==> config.mk <==
export PLATFORM = sky130hd
export DESIGN_NAME = rsh_exec
export DESIGN_NICKNAME = d
export VERILOG_FILES = /design/src/rsh_pkg.sv /design/src/rsh_exec.sv
export VERILOG_INCLUDE_DIRS = /design/src
export SDC_FILE = /design/constraint.sdc
export NUM_CORES = 1
export LEC_CHECK = 0
export BUFFER_PORTS_ARGS = -buffer_cell sky130_fd_sc_hd__buf_2
export CAP_MARGIN = 30
export CORE_ASPECT_RATIO = 1.25
export CORE_UTILIZATION = 57
export DETAILED_ROUTE_END_ITERATION = 7
export HOLD_SLACK_MARGIN = 0.05
export PLACE_DENSITY_LB_ADDON = 0.3
export SLEW_MARGIN = 5
export SYNTH_ARGS = -nofsm -noshare
export SYNTH_HDL_FRONTEND = slang
export SYNTH_SLANG_ARGS = --single-unit
==> constraint.sdc <==
create_clock -name clk_i -period 16.7 [get_ports clk_i]
set_clock_uncertainty 0.15 [all_clocks]
set_input_delay 1.67 -clock clk_i [delete_from_list [all_inputs] [get_ports clk_i]]
set_output_delay 1.67 -clock clk_i [all_outputs]
set_load 0.05 [all_outputs]
==> src/rsh_defines.svh <==
// Register offsets, field positions and reset values of the execution datapath
`ifndef RSH_DEFINES_SVH
`define RSH_DEFINES_SVH
`define RSH_ADDR_W      5
`define RSH_OFS_ACC     5'h00
`define RSH_OFS_STATUS  5'h04
`define RSH_OFS_CMD     5'h08
`define RSH_OFS_FADDR   5'h0C
`define RSH_OFS_FDATA   5'h10
`define RSH_OFS_WDOG    5'h14
`define RSH_ST_C        0
`define RSH_ST_DC       1
`define RSH_ST_Z        2
`define RSH_ST_PD_N     3
`define RSH_ST_TO_N     4
`define RSH_ST_SLEEP    5
`define RSH_CMD_LIT_LO  0
`define RSH_CMD_LIT_HI  7
`define RSH_CMD_F_LO    8
`define RSH_CMD_F_HI    14
`define RSH_CMD_DEST    15
`define RSH_CMD_OP_LO   16
`define RSH_CMD_OP_HI   18
`define RSH_RST_ACC     8'h00
`define RSH_RST_FLAGS   3'h0
`define RSH_WDOG_PRE    8
`define RSH_WDOG_W      8
`endif

==> src/rsh_pkg.sv <==
// Types shared by the execution datapath
package rsh_pkg;
    // Operation codes written to the command register
    typedef enum logic [2:0] {
        RSH_OP_NOP,
        RSH_OP_ROT_RIGHT,
        RSH_OP_ROT_LEFT,
        RSH_OP_LIT_SUB,
        RSH_OP_REG_SUB,
        RSH_OP_REG_SUB_BRW,
        RSH_OP_HALT
    } rsh_op_type;
    // Core run state
    typedef enum logic {
        RSH_RUN,
        RSH_SLEEP
    } rsh_state_type;
endpackage
==> src/rsh_exec.sv <==
// Rotate, subtract and halt execution datapath with a Wishbone register port
//
// The placing of the registers and the Wishbone register port were chosen for this implementation.
`timescale 1ns/1ps
`default_nettype none
`include "rsh_defines.svh"

module rsh_exec #(
    parameter int FILE_DEPTH = 128,
    parameter int WDOG_PRE   = `RSH_WDOG_PRE
) (
    // Clock and reset
    input  wire logic        clk_i,
    input  wire logic        rst_i,
    // Wishbone slave
    input  wire logic        wb_cyc_i,
    input  wire logic        wb_stb_i,
    input  wire logic        wb_we_i,
    input  wire logic [4:0]  wb_adr_i,
    input  wire logic [3:0]  wb_sel_i,
    input  wire logic [31:0] wb_dat_i,
    output logic      [31:0] wb_dat_o,
    output logic             wb_ack_o,
    // Wake pin and power control
    input  wire logic        wake_i,
    output logic             sleep_o,
    output logic             osc_en_o
);
    import rsh_pkg::*;

    ////////////////////////////////////////////////////////////////////
    // State
    logic [7:0]           acc_q, acc_d;            // Accumulator
    logic                 c_q, c_d;                // Carry
    logic                 dc_q, dc_d;              // Nibble carry, low on borrow
    logic                 z_q, z_d;                // Zero
    logic                 pd_n_q, pd_n_d;          // Halt entered flag, low
    logic                 to_n_q, to_n_d;          // Expiry flag, low
    rsh_state_type        st_q, st_d;              // Run or sleep
    logic [6:0]           faddr_q, faddr_d;        // File window index
    logic [7:0]           file_q [FILE_DEPTH];     // File registers
    logic                 fwe;                     // File write enable
    logic [6:0]           fwa;                     // File write index
    logic [7:0]           fwd;                     // File write data
    logic [7:0]           pre_q, pre_d;            // Watchdog prescaler
    logic [7:0]           wdog_q, wdog_d;          // Watchdog counter
    logic                 ack_q, ack_d;            // Bus answer
    logic [31:0]          dat_q, dat_d;            // Bus read data
    logic                 osc_q, osc_d;            // Oscillator enable
    logic [1:0]           wake_s;                  // Wake synchroniser

    ////////////////////////////////////////////////////////////////////
    // Decode of a committed bus write
    logic       wr;                                // Write commits now
    logic       cmd_go;                            // Command write
    rsh_op_type op;                                // Decoded operation
    logic [7:0] lit;                               // Literal operand
    logic [6:0] fsel;                              // File operand index
    logic       dest;                              // Destination select
    logic [7:0] fval;                              // File operand value

    // A write takes effect only in the cycle that carries the answer,
    // so a request held past its answer is applied again every second cycle
    assign wr     = wb_cyc_i && wb_stb_i && wb_we_i && ack_q;
    assign cmd_go = wr && (wb_adr_i == `RSH_OFS_CMD) && st_q == RSH_RUN;
    assign op     = rsh_op_type'(wb_dat_i[`RSH_CMD_OP_HI:`RSH_CMD_OP_LO]);
    assign lit    = wb_dat_i[`RSH_CMD_LIT_HI:`RSH_CMD_LIT_LO];
    assign fsel   = wb_dat_i[`RSH_CMD_F_HI:`RSH_CMD_F_LO];
    assign dest   = wb_dat_i[`RSH_CMD_DEST];
    // An index past the file reads as zero rather than an unknown
    assign fval   = (int'(fsel) < FILE_DEPTH) ? file_q[fsel] : 8'h00;

    ////////////////////////////////////////////////////////////////////
    // Subtractor shared by the three subtract forms
    logic [7:0] min_v;                             // Minuend
    logic       brw;                               // Borrow in
    logic [8:0] diff;                              // Full difference
    logic [4:0] ndiff;                             // Low nibble difference

    always_comb begin
        // Literal form takes the literal, the others the file
        min_v = (op == RSH_OP_LIT_SUB) ? lit : fval;
        // Borrow in is the inverted carry, only with borrow form
        brw   = (op == RSH_OP_REG_SUB_BRW) && !c_q;
        // One extra bit on each operand: the top bit of the difference is
        // the borrow out, and its inverse is the carry
        diff  = {1'b0, min_v} - {1'b0, acc_q} - {8'h00, brw};
        ndiff = {1'b0, min_v[3:0]} - {1'b0, acc_q[3:0]} - {4'h0, brw};
    end

    ////////////////////////////////////////////////////////////////////
    // Datapath next values
    logic [7:0] res;                               // Operation result
    logic       res_wr;                            // Result produced
    logic       to_acc;                            // Result to accumulator

    always_comb begin
        acc_d   = acc_q;
        c_d     = c_q;
        dc_d    = dc_q;
        z_d     = z_q;
        pd_n_d  = pd_n_q;
        to_n_d  = to_n_q;
        st_d    = st_q;
        osc_d   = osc_q;
        faddr_d = faddr_q;
        pre_d   = pre_q;
        wdog_d  = wdog_q;
        res     = 8'h00;
        res_wr  = 1'b0;
        to_acc  = 1'b0;
        fwe     = 1'b0;
        fwa     = faddr_q;
        fwd     = wb_dat_i[7:0];
        // Watchdog keeps running, also in sleep
        // The prescaler is the divider: its terminal count is a one-cycle
        // tick that advances the counter, so no second clock is needed
        if (pre_q == 8'(WDOG_PRE - 1)) begin
            pre_d  = 8'h00;
            wdog_d = wdog_q + 8'h01;
            // Wrap is an expiry: flag it and wake the core
            if (wdog_q == 8'hFF) begin
                to_n_d = 1'b0;
                st_d   = RSH_RUN;
                osc_d  = 1'b1;
            end
        end else begin
            pre_d = pre_q + 8'h01;
        end
        // Wake pin ends sleep
        if (st_q == RSH_SLEEP && wake_s[1]) begin
            st_d  = RSH_RUN;
            osc_d = 1'b1;
        end
        // Plain register writes
        if (wr) begin
            case (wb_adr_i)
                `RSH_OFS_ACC: begin
                    if (wb_sel_i[0]) acc_d = wb_dat_i[7:0];
                end
                `RSH_OFS_STATUS: begin
                    if (wb_sel_i[0]) begin
                        c_d  = wb_dat_i[`RSH_ST_C];
                        dc_d = wb_dat_i[`RSH_ST_DC];
                        z_d  = wb_dat_i[`RSH_ST_Z];
                    end
                end
                `RSH_OFS_FADDR: begin
                    if (wb_sel_i[0]) faddr_d = wb_dat_i[6:0];
                end
                `RSH_OFS_FDATA: begin
                    fwe = wb_sel_i[0];
                end
                default: begin
                    // Unmapped, command or watchdog: no plain store
                end
            endcase
        end
        // Command execution
        // A command written in sleep is dropped: the core stays halted until
        // the wake pin or an expiry lets it run again
        if (cmd_go) begin
            case (op)
                RSH_OP_ROT_RIGHT: begin
                    res    = {c_q, fval[7:1]};
                    c_d    = fval[0];
                    res_wr = 1'b1;
                    to_acc = !dest;
                end
                RSH_OP_ROT_LEFT: begin
                    res    = {fval[6:0], c_q};
                    c_d    = fval[7];
                    res_wr = 1'b1;
                    to_acc = !dest;
                end
                RSH_OP_LIT_SUB: begin
                    res    = diff[7:0];
                    res_wr = 1'b1;
                    to_acc = 1'b1;
                end
                RSH_OP_REG_SUB, RSH_OP_REG_SUB_BRW: begin
                    res    = diff[7:0];
                    res_wr = 1'b1;
                    to_acc = !dest;
                end
                RSH_OP_HALT: begin
                    // Placed after the watchdog update, so halt wins over an
                    // expiry in the same cycle: it clears that counter too
                    pd_n_d = 1'b0;
                    to_n_d = 1'b1;
                    wdog_d = 8'h00;
                    pre_d  = 8'h00;
                    st_d   = RSH_SLEEP;
                    osc_d  = 1'b0;
                end
                default: begin
                    // No operation
                end
            endcase
            // Flags of every subtract form
            if (op == RSH_OP_LIT_SUB || op == RSH_OP_REG_SUB
                || op == RSH_OP_REG_SUB_BRW) begin
                c_d  = !diff[8];
                dc_d = !ndiff[4];
                z_d  = (diff[7:0] == 8'h00);
            end
            // Result routing by destination select
            // Literal subtract forces the accumulator and never touches the file
            if (res_wr) begin
                if (to_acc) begin
                    acc_d = res;
                end else begin
                    fwe = 1'b1;
                    fwa = fsel;
                    fwd = res;
                end
            end
        end
    end

    ////////////////////////////////////////////////////////////////////
    // Bus answer and read data next values
    // The answer follows a request by one cycle and is then withheld for
    // one cycle, so a strobe held too long is never answered twice in a row.
    // Read data is captured with the answer and reads zero otherwise
    always_comb begin
        ack_d = wb_cyc_i && wb_stb_i && !ack_q;
        dat_d = 32'h0000_0000;
        if (ack_d && !wb_we_i) begin
            case (wb_adr_i)
                `RSH_OFS_ACC:    dat_d = {24'h00_0000, acc_q};
                `RSH_OFS_STATUS: dat_d = {26'h0, st_q == RSH_SLEEP,
                                          to_n_q, pd_n_q, z_q, dc_q, c_q};
                `RSH_OFS_FADDR:  dat_d = {25'h0, faddr_q};
                `RSH_OFS_FDATA:  dat_d = {24'h00_0000,
                    (int'(faddr_q) < FILE_DEPTH) ? file_q[faddr_q] : 8'h00};
                `RSH_OFS_WDOG:   dat_d = {16'h0000, pre_q, wdog_q};
                default:         dat_d = 32'h0000_0000;
            endcase
        end
    end

    ////////////////////////////////////////////////////////////////////
    // Registers
    always_ff @(posedge clk_i) begin
        // The wake synchroniser runs through reset, so the pin has settled
        // by the time the core is released
        wake_s <= {wake_s[0], wake_i};
        if (rst_i) begin
            acc_q   <= `RSH_RST_ACC;
            {z_q, dc_q, c_q} <= `RSH_RST_FLAGS;
            pd_n_q  <= 1'b1;
            to_n_q  <= 1'b1;
            st_q    <= RSH_RUN;
            osc_q   <= 1'b1;
            faddr_q <= 7'h00;
            pre_q   <= 8'h00;
            wdog_q  <= 8'h00;
            ack_q   <= 1'b0;
            dat_q   <= 32'h0000_0000;
        end else begin
            acc_q   <= acc_d;
            c_q     <= c_d;
            dc_q    <= dc_d;
            z_q     <= z_d;
            pd_n_q  <= pd_n_d;
            to_n_q  <= to_n_d;
            st_q    <= st_d;
            osc_q   <= osc_d;
            faddr_q <= faddr_d;
            pre_q   <= pre_d;
            wdog_q  <= wdog_d;
            ack_q   <= ack_d;
            dat_q   <= dat_d;
        end
    end

    // File registers, one entry written per cycle
    // No reset here: software writes an entry before it reads it
    always_ff @(posedge clk_i) begin
        if (fwe && int'(fwa) < FILE_DEPTH) begin
            file_q[fwa] <= fwd;
        end
    end

    // Outputs straight from flip-flops
    // Sleep and oscillator enable leave from flops, so the clock
    // controller never sees a glitch while the next state settles
    assign wb_ack_o = ack_q;
    assign wb_dat_o = dat_q;
    assign sleep_o  = (st_q == RSH_SLEEP);
    assign osc_en_o = osc_q;
endmodule
`default_nettype wire

# --- Yosys cells after proc, flatten, opt, wreduce, memory -nomap -nowiden ---
# Memories as Yosys holds them, arrays and structs flattened. A register that Yosys moved wholly into a read port is not among the register bits.
# Cells that the tools add are included.
classes:
  n_reduce_logical: 25
  n_shift: 0
  muxes: 64
  n_eq_ne: 13
  n_bitwise: 2
  mul: 0
  div_mod_pow: 0
  order_cmp: 0
  add_sub_neg: 6
ops:
  columns: ["cell", "n"]
  rows:
  - ["$mux 8", 16]
  - ["$pmux 16 s5", 1]
  - ["$mux 1", 39]
  - ["$mux 7", 5]
  - ["$pmux 8 s3", 1]
  - ["$add 8x1->8 const B", 2]
  - ["$eq 5x4->1 const B", 2]
  - ["$eq 5x5->1 const B", 2]
  - ["$eq 3x3->1 const B", 3]
  - ["$logic_and 1x1->1", 9]
  - ["$sub 8x8->9", 1]
  - ["$sub 9x1->9", 1]
  - ["$eq 8x3->1 const B", 1]
  - ["$eq 8x8->1 const B", 1]
  - ["$logic_not 8->1", 1]
  - ["$eq 3x2->1 const B", 2]
  - ["$logic_not 1->1", 6]
  - ["$eq 5x3->1 const B", 1]
  - ["$logic_not 5->1", 1]
  - ["$reduce_or 5->1", 1]
  - ["$sub 4x4->5", 1]
  - ["$sub 5x1->5", 1]
  - ["$pmux 1 s2", 2]
  - ["$reduce_or 4->1", 1]
  - ["7 further kinds", 9]
word_totals:
  reg_bits: 73
  ramBits: 1024
  input_bits: 47
  elab_cells: 125
  latch_bits: 0
  n_memories: 1
  romBits: 0
  output_inout_bits: 35
memory_table:
  columns: ["memory", "depth", "word_bits", "rd", "rd_clocked_by_memory_dff", "wr", "line", "text"]
  rows:
  - ["file_q", 128, 8, 2, 1, 1, "rsh_exec.sv:41", "logic [7:0] file_q [FILE_DEPTH];"]

# --- Longest topological paths before layout ---
# Gate-level depths: netlist (run 1).
depth:
  word_depth: 11
  depth_mapped: 25
  ltp_nobuf: 20

# --- Worst setup path after synthesis (run 1) ---
# Ideal clock, no wire load.
synth_timing:
  kind: "input -> register"
  start: "input wb_dat_i[8]"
  end: "memory file_q[0][7] (data pin)"
  path_buffers: 4
  path_slack_ns: 4.705
  stages: 22
  required_time_ns: 15.353
  arrival_ns: 10.648
  setup_ns: 1.197
  path_cell_list: "buf_4 buf_6 buf_4 buf_4 mux4_2 mux4_2 nor2_1 nor2_1 o211ai_1 a21oi_1 a31oi_1 fa_1 inv_1 ha_1 nand2_1 o21a_1 o21ai_1 a211o_1 nand3_1 nor3_1 a21oi_1 o21ai_0"
synth_between:
  elab_chain_cells: 8
synth_lines:
  columns: ["element", "line", "text"]
  rows:
  - ["from (decl)", "rsh_exec.sv:21", "input wire logic [31:0] wb_dat_i,"]
  - ["$mem_v2 128x8 (*)", null, null]
  - ["$mux 8", "rsh_exec.sv:82", "min_v = (op == RSH_OP_LIT_SUB) ? lit : fval;"]
  - ["$sub 8x8->9", "rsh_exec.sv:87", "diff = {1'b0, min_v} - {1'b0, acc_q} - {8'h00, brw};"]
  - ["$sub 9x1->9", "rsh_exec.sv:87", null]
  - ["$pmux 8 s3 (*)", "rsh_exec.sv:163", "case (op)"]
  - ["$mux 8 (*)", "rsh_exec.sv:210", "if (to_acc) begin"]
  - ["$mux 8 (*)", "rsh_exec.sv:209", "if (res_wr) begin"]
  - ["$mux 8 (*)", "rsh_exec.sv:162", "if (cmd_go) begin"]
  - ["via fwd[7]", "rsh_exec.sv:44", "logic [7:0] fwd;"]
  - ["to (decl)", "rsh_exec.sv:41", null]
# The timed path passes the listed nets; every way through them passes the cells marked *.

# --- Worst setup path in the final report (run 1) ---
layout_timing:
  start: "input wb_dat_i[8]"
  end: "memory file_q[21][7] (data pin)"
# The elaborated chain is that of the path after synthesis.

==> impl_metrics.json, run 1 <==
{
  "via_count": 28800,
  "number_of_warnings_reported_in_the_yosys_synthesis_log": 0,
  "critPathLaunch": "wb_dat_i[8]",
  "critical_path_class": "input port to flip-flop",
  "internal_power_w": 0.00436,
  "power.combinational.fraction_pct": 5.5,
  "drive_gt1_share_pct": 34.5,
  "logic_depth_of_the_worst_register_to_register_path": 19,
  "post-route-min-period_ns": 8.64,
  "crit_required_ns": 16.91,
  "largest_family_of_logic_cells_by_synthesized_area": "multiplexers",
  "grt_antenna_before_repair": 7,
  "setup_viol": 0,
  "synth_enable_flop_cells": 1024,
  "cts-root-to-sink-buffers": 3,
  "share_seq_of_total_power_pct": 53.2,
  "antenna-diode-count": 0,
  "hold-worst-slack_ns": 0.188,
  "num_io_pins": 82,
  "timing.setup.tns_ns": 0,
  "cts-root-buf": "sky130_fd_sc_hd__clkbuf_16",
  "synth_adder_area_share_pct": 0.461,
  "crit_path_end_kind": "flip-flop",
  "arrival_ns": 8.86,
  "wl_met2_um": 71100,
  "coreArea_um2": 89000,
  "worst_setup_hold_path_clk_slew_ns": 0.06,
  "p_clk_share_pct": 41.3,
  "result_of_the_run": "complete, no violations",
  "die_area_um2": 91600,
  "worst_min_delay_path_category": "flip-flop to flip-flop",
  "port_buffers": 49,
  "post_synth_and_or_nand_nor_area_fraction_pct": 3.77,
  "cts_hold_repair.buffers": 0,
  "postSynthRegisterBits": 1088,
  "worst_skew_pair.late_latency_ns": 0.71,
  "maximum_fanout_count_along_the_critical_path": 80,
  "max_cap_violations": 0,
  "cp-start-kind": "input port",
  "top_signal_layer_used": "met5",
  "max_freq_mhz": 116,
  "post-route-period-util_pct": 51.7,
  "wl_met1_um": 47900,
  "gr-total-overflow": 0,
  "synthToLayoutAreaGrowth_pct": 9.22,
  "yosysUniqueCellTypes": 72,
  "synth.area.mux_share_pct": 28.9,
  "die_height_um": 338,
  "row_count": 122,
  "r2r_setup_slk_ns": 10.14,
  "p_per_cell_area_nw_per_um2": 99.5,
  "largest_net_degree_at_the_start_of_global_routing": 135,
  "nFillCells": 5860,
  "synth_flop_cell": "sky130_fd_sc_hd__edfxtp_1",
  "initial_utilization_pct": 57.9,
  "cts_tree": "done",
  "total_cts_buffers": 101,
  "worst_r2r_startpoint": "file_q[34][0]$_DFFE_PP_",
  "synth_seq_area_share_pct": 62.2,
  "power.switching_fraction_pct": 22.1,
  "synth-xor-area-share_pct": 0.306,
  "final_cell_area_um2": 56300,
  "fp.dieW_um": 271,
  "post_dp_cell_area_um2": 52800,
  "finalNetCount": 2737,
  "crit_path_end": "file_q[21][7]$_DFFE_PP_",
  "numClockSinks": 1088,
  "complex_gate_fraction_of_the_synthesized_area_pct": 2.13,
  "detail_route.vias_per_cell": 7.31,
  "report.power.total_w": 0.00560,
  "post-cts-setup-buffer-count": 0,
  "final-max-slew-violation-count": 0,
  "p_switching_w": 0.00124,
  "worst_slew_margin_rel_pct": 26.1,
  "worst_r2r_endpoint": "file_q[21][7]$_DFFE_PP_",
  "routed_wire_length_per_instance_um": 35.6,
  "postSynthAreaPerCell_um2": 19.4,
  "dr_wl_met3_um": 13700,
  "cts_resized": 0,
  "multi_input_comb_area_um2": 18500,
  "grt_setup_unrepaired": "no",
  "post_synth_inst_count": 2650,
  "synth-async-reset-ratio_pct": 0,
  "timing.final.hold_violations": 0,
  "grt_first_pass_wirelength_um": 205000,
  "power_leakage_nw": 16.9,
  "routed_wl_um": 140000,
  "global_route.usage.total_pct": 31.2,
  "dp.final_hpwl_um": 91700,
  "worstMarginPinSlew_ns": 1.11,
  "footprint_of_the_flip_flops_and_latches_um2": 32000,
  "route.antenna.remaining_nets": 0,
  "detail_route.first_pass.iterations": 6,
  "h-tree-depth": 3,
  "number_of_global_route_vias_before_repair": 29500,
  "number_of_drc_markers_in_iteration_0": 4042,
  "mappedNetlistArea_um2": 51500,
  "place_congestion": 0.967,
  "vdd.ir_drop.worst_mv": 0.0860,
  "drc_violation_count_after_routing": 0
}
power by group through the flow:
stage	logic, W	clock network [W]	registers [W]
detailed placement	0.000303	0	0.00304
finish	0.000309	0.00231	0.00298
global placement	0.000294	0	0.00304
CTS	0.000304	0.00233	0.00298
floorplan	0.000205	0	0.00305
global route	0.000323	0.00242	0.00298
registers in the layout (all words and copies together), names as in the netlist, 2 cells and up, named ones only:
register and flops:
file_q 1024, wb_dat_o 16, acc_q 8, pre_q 8
wdog_q 8, faddr_q 7, wake_s 2
cell usage in the layout, fill, tap and decap left out, drive strengths merged, types with 14 or more instances in the layout:
cell and n:
conb 16, clkbuf 132, buf 112, mux2i 30
and3 14, clkinv 38, nand2 109, nor2 190
ha 15, o21ai 25, a211oi 21, mux4 635
a21oi 35, nand3 31, nor3 20, inv 30
dfxtp 64, mux2 28, edfxtp 1024
per-layer routing:
metal  track usage [%]  vias up
li1                  -    11300
met1              40.0    15200
met2              51.7     1887
met3              5.97      374
met4              14.8       14
met5                 0        -
synth_stat cells, types with 6 or more instances:
cell type,instances,area share [%]
sky130_fd_sc_hd__and3_1,14,0.17
sky130_fd_sc_hd__nand3_1,31,0.30
sky130_fd_sc_hd__clkbuf_1,99,0.72
sky130_fd_sc_hd__buf_2,34,0.33
sky130_fd_sc_hd__mux2i_1,30,0.58
sky130_fd_sc_hd__a211oi_1,21,0.31
sky130_fd_sc_hd__ha_1,15,0.36
sky130_fd_sc_hd__nor4_1,6,0.073
sky130_fd_sc_hd__a21oi_1,34,0.33
sky130_fd_sc_hd__nor2_1,190,1.4
sky130_fd_sc_hd__mux4_2,635,28
sky130_fd_sc_hd__nor2b_1,10,0.12
sky130_fd_sc_hd__xor2_1,9,0.15
sky130_fd_sc_hd__o22ai_1,9,0.11
sky130_fd_sc_hd__nor3_1,20,0.19
sky130_fd_sc_hd__nand2b_1,11,0.13
sky130_fd_sc_hd__buf_6,7,0.15
sky130_fd_sc_hd__inv_1,24,0.17
sky130_fd_sc_hd__and2_1,10,0.12
sky130_fd_sc_hd__xnor2_1,9,0.15
sky130_fd_sc_hd__edfxtp_1,1024,60
sky130_fd_sc_hd__buf_4,44,0.64
sky130_fd_sc_hd__buf_1,26,0.19
sky130_fd_sc_hd__a222oi_1,8,0.16
sky130_fd_sc_hd__a31oi_1,13,0.16
sky130_fd_sc_hd__or2_2,10,0.12
sky130_fd_sc_hd__mux2_2,28,0.61
sky130_fd_sc_hd__o21ai_0,20,0.19
sky130_fd_sc_hd__nand2_1,109,0.79
sky130_fd_sc_hd__dfxtp_1,64,2.5
worst min-delay path by stage:
stage                                  from                end  slack (ns)  cells after the start
after global routing      wake_s[0]$_DFF_P_  wake_s[1]$_DFF_P_        0.19                      0
after CTS                 wake_s[0]$_DFF_P_  wake_s[1]$_DFF_P_        0.20                      0
after floorplan           wake_s[0]$_DFF_P_  wake_s[1]$_DFF_P_        0.16                      0
final                     wake_s[0]$_DFF_P_  wake_s[1]$_DFF_P_        0.19                      0
after global placement    wake_s[0]$_DFF_P_  wake_s[1]$_DFF_P_        0.17                      0
after detailed placement  wake_s[0]$_DFF_P_  wake_s[1]$_DFF_P_        0.18                      0
final cells by class:
type | count | share of cell area (%)
Clock buffer | 130 | 4.72
Clock inverter | 61 | 1.09
Inverter | 25 | 0.171
Multi-Input combinational cell | 1342 | 32.9
Sequential cell | 1088 | 56.9
Tap cell | 1178 | 2.62
Timing Repair Buffer | 115 | 1.58
logic make-up after synthesis:
| family | Yosys count |
|---|---|
| fa+ha+maj | 18 |
| xor+xnor | 18 |
| other cells | 1 |
| buf+inv | 235 |
| mux | 693 |
| simple gates | 436 |
| compound gates | 161 |
| flops | 1088 |
per-stage QoR:
step | cells | setup slack (ns) | util [%]
detailed placement | 3730 | 7.11 | 59.3
global route | 3939 | 7.47 | 63.2
finish | 3939 | 8.06 | 63.2
global placement | 3725 | 6.78 | 59.3
floorplan | 2665 | 4.71 | -
CTS | 3921 | 7.80 | 63.0
critical path: stages:
cell and delay (ns):
sky130_fd_sc_hd__buf_8 0.47, sky130_fd_sc_hd__buf_4 0.59, sky130_fd_sc_hd__buf_4 0.59, sky130_fd_sc_hd__mux4_2 0.63
sky130_fd_sc_hd__mux4_2 0.47, sky130_fd_sc_hd__mux2i_1 0.32, sky130_fd_sc_hd__nor2_1 0.10, sky130_fd_sc_hd__nor3_1 0.61
sky130_fd_sc_hd__nand2_1 0.13, sky130_fd_sc_hd__o21ai_0 0.12, sky130_fd_sc_hd__ha_1 0.19, sky130_fd_sc_hd__inv_1 0.04
sky130_fd_sc_hd__ha_1 0.37, sky130_fd_sc_hd__nand2_1 0.09, sky130_fd_sc_hd__o21ai_1 0.50, sky130_fd_sc_hd__a211o_1 0.18
sky130_fd_sc_hd__nand3_1 0.07, sky130_fd_sc_hd__nor3_1 0.33, sky130_fd_sc_hd__a21oi_1 0.19, sky130_fd_sc_hd__o21ai_4 0.21
sky130_fd_sc_hd__buf_4 0.66
(Power assumes the default switching activity.)
==> inputs of run 2 (changes only) <==
==> constraint.sdc (replaced) <==
create_clock -name clk_i -period 8.4 [get_ports clk_i]
set_clock_uncertainty 0.15 [all_clocks]
set_input_delay 0.84 -clock clk_i [delete_from_list [all_inputs] [get_ports clk_i]]
set_output_delay 0.84 -clock clk_i [all_outputs]
set_load 0.05 [all_outputs]
==> impl_metrics.json, run 2 (synthesized netlist as in run 1, its figures left out) <==
{
  "result_of_the_run": "finished with violations",
  "failed_checks": "design-rule violations",
  "worst_hold_startpoint": "wake_i",
  "p_switching_w": 0.00252,
  "timing.setup.tns_ns": 0,
  "worst_r2r_endpoint": "file_q[24][7]$_DFFE_PP_",
  "multi_input_comb_area_um2": 18500,
  "worst_r2r_startpoint": "file_q[123][0]$_DFFE_PP_",
  "numClockSinks": 1088,
  "largest_net_degree_at_the_start_of_global_routing": 129,
  "logic_depth_of_the_worst_register_to_register_path": 19,
  "row_count": 122,
  "h-tree-depth": 3,
  "post_dp_cell_area_um2": 53300,
  "grt_setup_unrepaired": "no",
  "place_congestion": 0.987,
  "arrival_ns": 6.88,
  "num_io_pins": 82,
  "p_per_cell_area_nw_per_um2": 202,
  "critPathLaunch": "wb_dat_i[8]",
  "maximum_fanout_count_along_the_critical_path": 63,
  "die_height_um": 338,
  "global_route.usage.total_pct": 32.2,
  "vdd.ir_drop.worst_mv": 0.178,
  "die_area_um2": 91600,
  "worst_slew_margin_rel_pct": 25.4,
  "r2r_setup_slk_ns": 2.36,
  "top_register": "file_q",
  "grt_antenna_before_repair": 3,
  "gr-total-overflow": 0,
  "internal_power_w": 0.00902,
  "final_cell_area_um2": 57100,
  "mostFrequentLayoutCell": "sky130_fd_sc_hd__edfxtp_1",
  "finalNetCount": 2782,
  "power_leakage_nw": 17.4,
  "holdPathStages": 1,
  "post-route-min-period_ns": 6.67,
  "cts_hold_repair.buffers": 0,
  "number_of_global_route_vias_before_repair": 29400,
  "footprint_of_the_flip_flops_and_latches_um2": 32000,
  "fp.dieW_um": 271,
  "worstMarginPinSlew_ns": 1.11,
  "hold-path-endpoint": "wake_s[0]$_DFF_P_",
  "max_cap_violations": 0,
  "cts_resized": 0,
  "crit_required_ns": 8.62,
  "power.combinational.fraction_pct": 5.7,
  "max_freq_mhz": 150,
  "setup_viol": 0,
  "cts-root-to-sink-buffers": 3,
  "initial_utilization_pct": 57.9,
  "grt_first_pass_wirelength_um": 209000,
  "share_seq_of_total_power_pct": 51.3,
  "critical_path_class": "input port to flip-flop",
  "synthToLayoutAreaGrowth_pct": 10.8,
  "final-max-slew-violation-count": 0,
  "dp.final_hpwl_um": 95800,
  "largest_register_ff_count": 1024,
  "worst_min_delay_path_category": "input port to flip-flop",
  "detail_route.vias_per_cell": 7.32,
  "p_clk_share_pct": 43.0,
  "routed_wl_um": 146000,
  "nFillCells": 5767,
  "power.switching_fraction_pct": 21.8,
  "drive_gt1_share_pct": 36.0,
  "post-cts-setup-buffer-count": 0,
  "number_of_drc_markers_in_iteration_0": 4300,
  "routed_wire_length_per_instance_um": 36.5,
  "drc_violation_count_after_routing": 3,
  "cp-start-kind": "input port",
  "port_buffers": 49,
  "coreArea_um2": 89000,
  "cts_tree": "done",
  "total_cts_buffers": 103,
  "worst_setup_hold_path_clk_slew_ns": 0.06,
  "worst_skew_pair.late_latency_ns": 0.72,
  "final_cell_mix": "sky130_fd_sc_hd__edfxtp_1 (1,024), sky130_fd_sc_hd__mux4_2 (635), sky130_fd_sc_hd__nor2_1 (190)",
  "crit_path_end_kind": "flip-flop",
  "via_count": 29200,
  "post-route-period-util_pct": 79.3,
  "detail_route.first_pass.iterations": 8,
  "route.antenna.remaining_nets": 0,
  "cts-root-buf": "sky130_fd_sc_hd__clkbuf_16",
  "timing.final.hold_violations": 0
}
## run 2: cell types whose count changed in the layout (fill, tap and decap cells not counted), sizes merged
| cell | change |
|---|---|
| clkinvlp | -6 |
| buf | +46 |
| diode | +3 |
| clkinv | +9 |
| clkdlybuf4s18 | -1 |
| clkbuf | -9 |
| bufinv | +7 |
| inv | +1 |
## run 2: worst max path at each step
stage	endpoint	slack [ns]	cells past startpoint
2_1_floorplan	file_q[0][4]$_DFFE_PP_	0.02	20
3_3_place_gp	file_q[8][7]$_DFFE_PP_	0.65	22
6_report	file_q[39][7]$_DFFE_PP_	1.73	20
4_1_cts	file_q[24][7]$_DFFE_PP_	1.17	22
3_5_place_dp	file_q[9][7]$_DFFE_PP_	0.47	22
5_1_grt	file_q[0][7]$_DFFE_PP_	1.44	22
## run 2: metal layers
layer  share of wire [%]  wire length [um]  GRT usage, %  vias to the layer above
met5                   0                 0         0.105                        -
met4                 8.1             11800          21.4                        0
met3                  10             14700          6.70                      449
met2                  49             71300          51.5                     2010
met1                  33             47900          40.2                    15300
li1                    -                 -             -                    11400
## run 2: critical path, stage by stage
cell	delay (ns)
sky130_fd_sc_hd__buf_8	0.45
sky130_fd_sc_hd__buf_12	0.32
sky130_fd_sc_hd__buf_4	0.44
sky130_fd_sc_hd__buf_4	0.24
sky130_fd_sc_hd__mux4_2	0.51
sky130_fd_sc_hd__mux4_2	0.53
sky130_fd_sc_hd__mux2_2	0.31
sky130_fd_sc_hd__o22ai_1	0.34
sky130_fd_sc_hd__a211oi_1	0.09
sky130_fd_sc_hd__buf_2	0.22
sky130_fd_sc_hd__mux2i_1	0.16
sky130_fd_sc_hd__ha_1	0.25
sky130_fd_sc_hd__inv_1	0.06
sky130_fd_sc_hd__ha_1	0.29
sky130_fd_sc_hd__or2_2	0.33
sky130_fd_sc_hd__a2111oi_0	0.46
sky130_fd_sc_hd__nor3_1	0.13
sky130_fd_sc_hd__a21oi_1	0.38
sky130_fd_sc_hd__o21ai_4	0.16
sky130_fd_sc_hd__buf_12	0.21
## run 2: area by class of cell
type	count	share of cell area [%]
well taps	1178	2.58
multi-input cells	1342	32.4
repair buffers	158	2.39
diodes	3	0.0132
clock inverters	72	1.44
flip-flops and latches	1088	56.1
inverters	25	0.169
clock buffers	123	4.85
## run 2: power by group through the flow
stage,logic (W),clock network (W),registers (W)
2_1_floorplan,0.000410,0,0.00605
3_3_place_gp,0.000630,0,0.00604
3_5_place_dp,0.000642,0,0.00604
4_1_cts,0.000645,0.00497,0.00592
5_1_grt,0.000681,0.00516,0.00592
6_report,0.000658,0.00496,0.00592
## run 2: stage by stage
stage	instances	hold WS [ns]	setup WS (ns)	total power (W)	utilization, %
after floorplan	2665	0.160	0.0153	0.00646	-
after global placement	3765	0.172	0.652	0.00667	59.9
after detailed placement	3774	0.162	0.469	0.00668	59.9
after CTS	3969	0.0835	1.17	0.0115	64.0
after global routing	3986	0.0900	1.44	0.0118	64.1
final	3989	0.105	1.73	0.0115	64.1
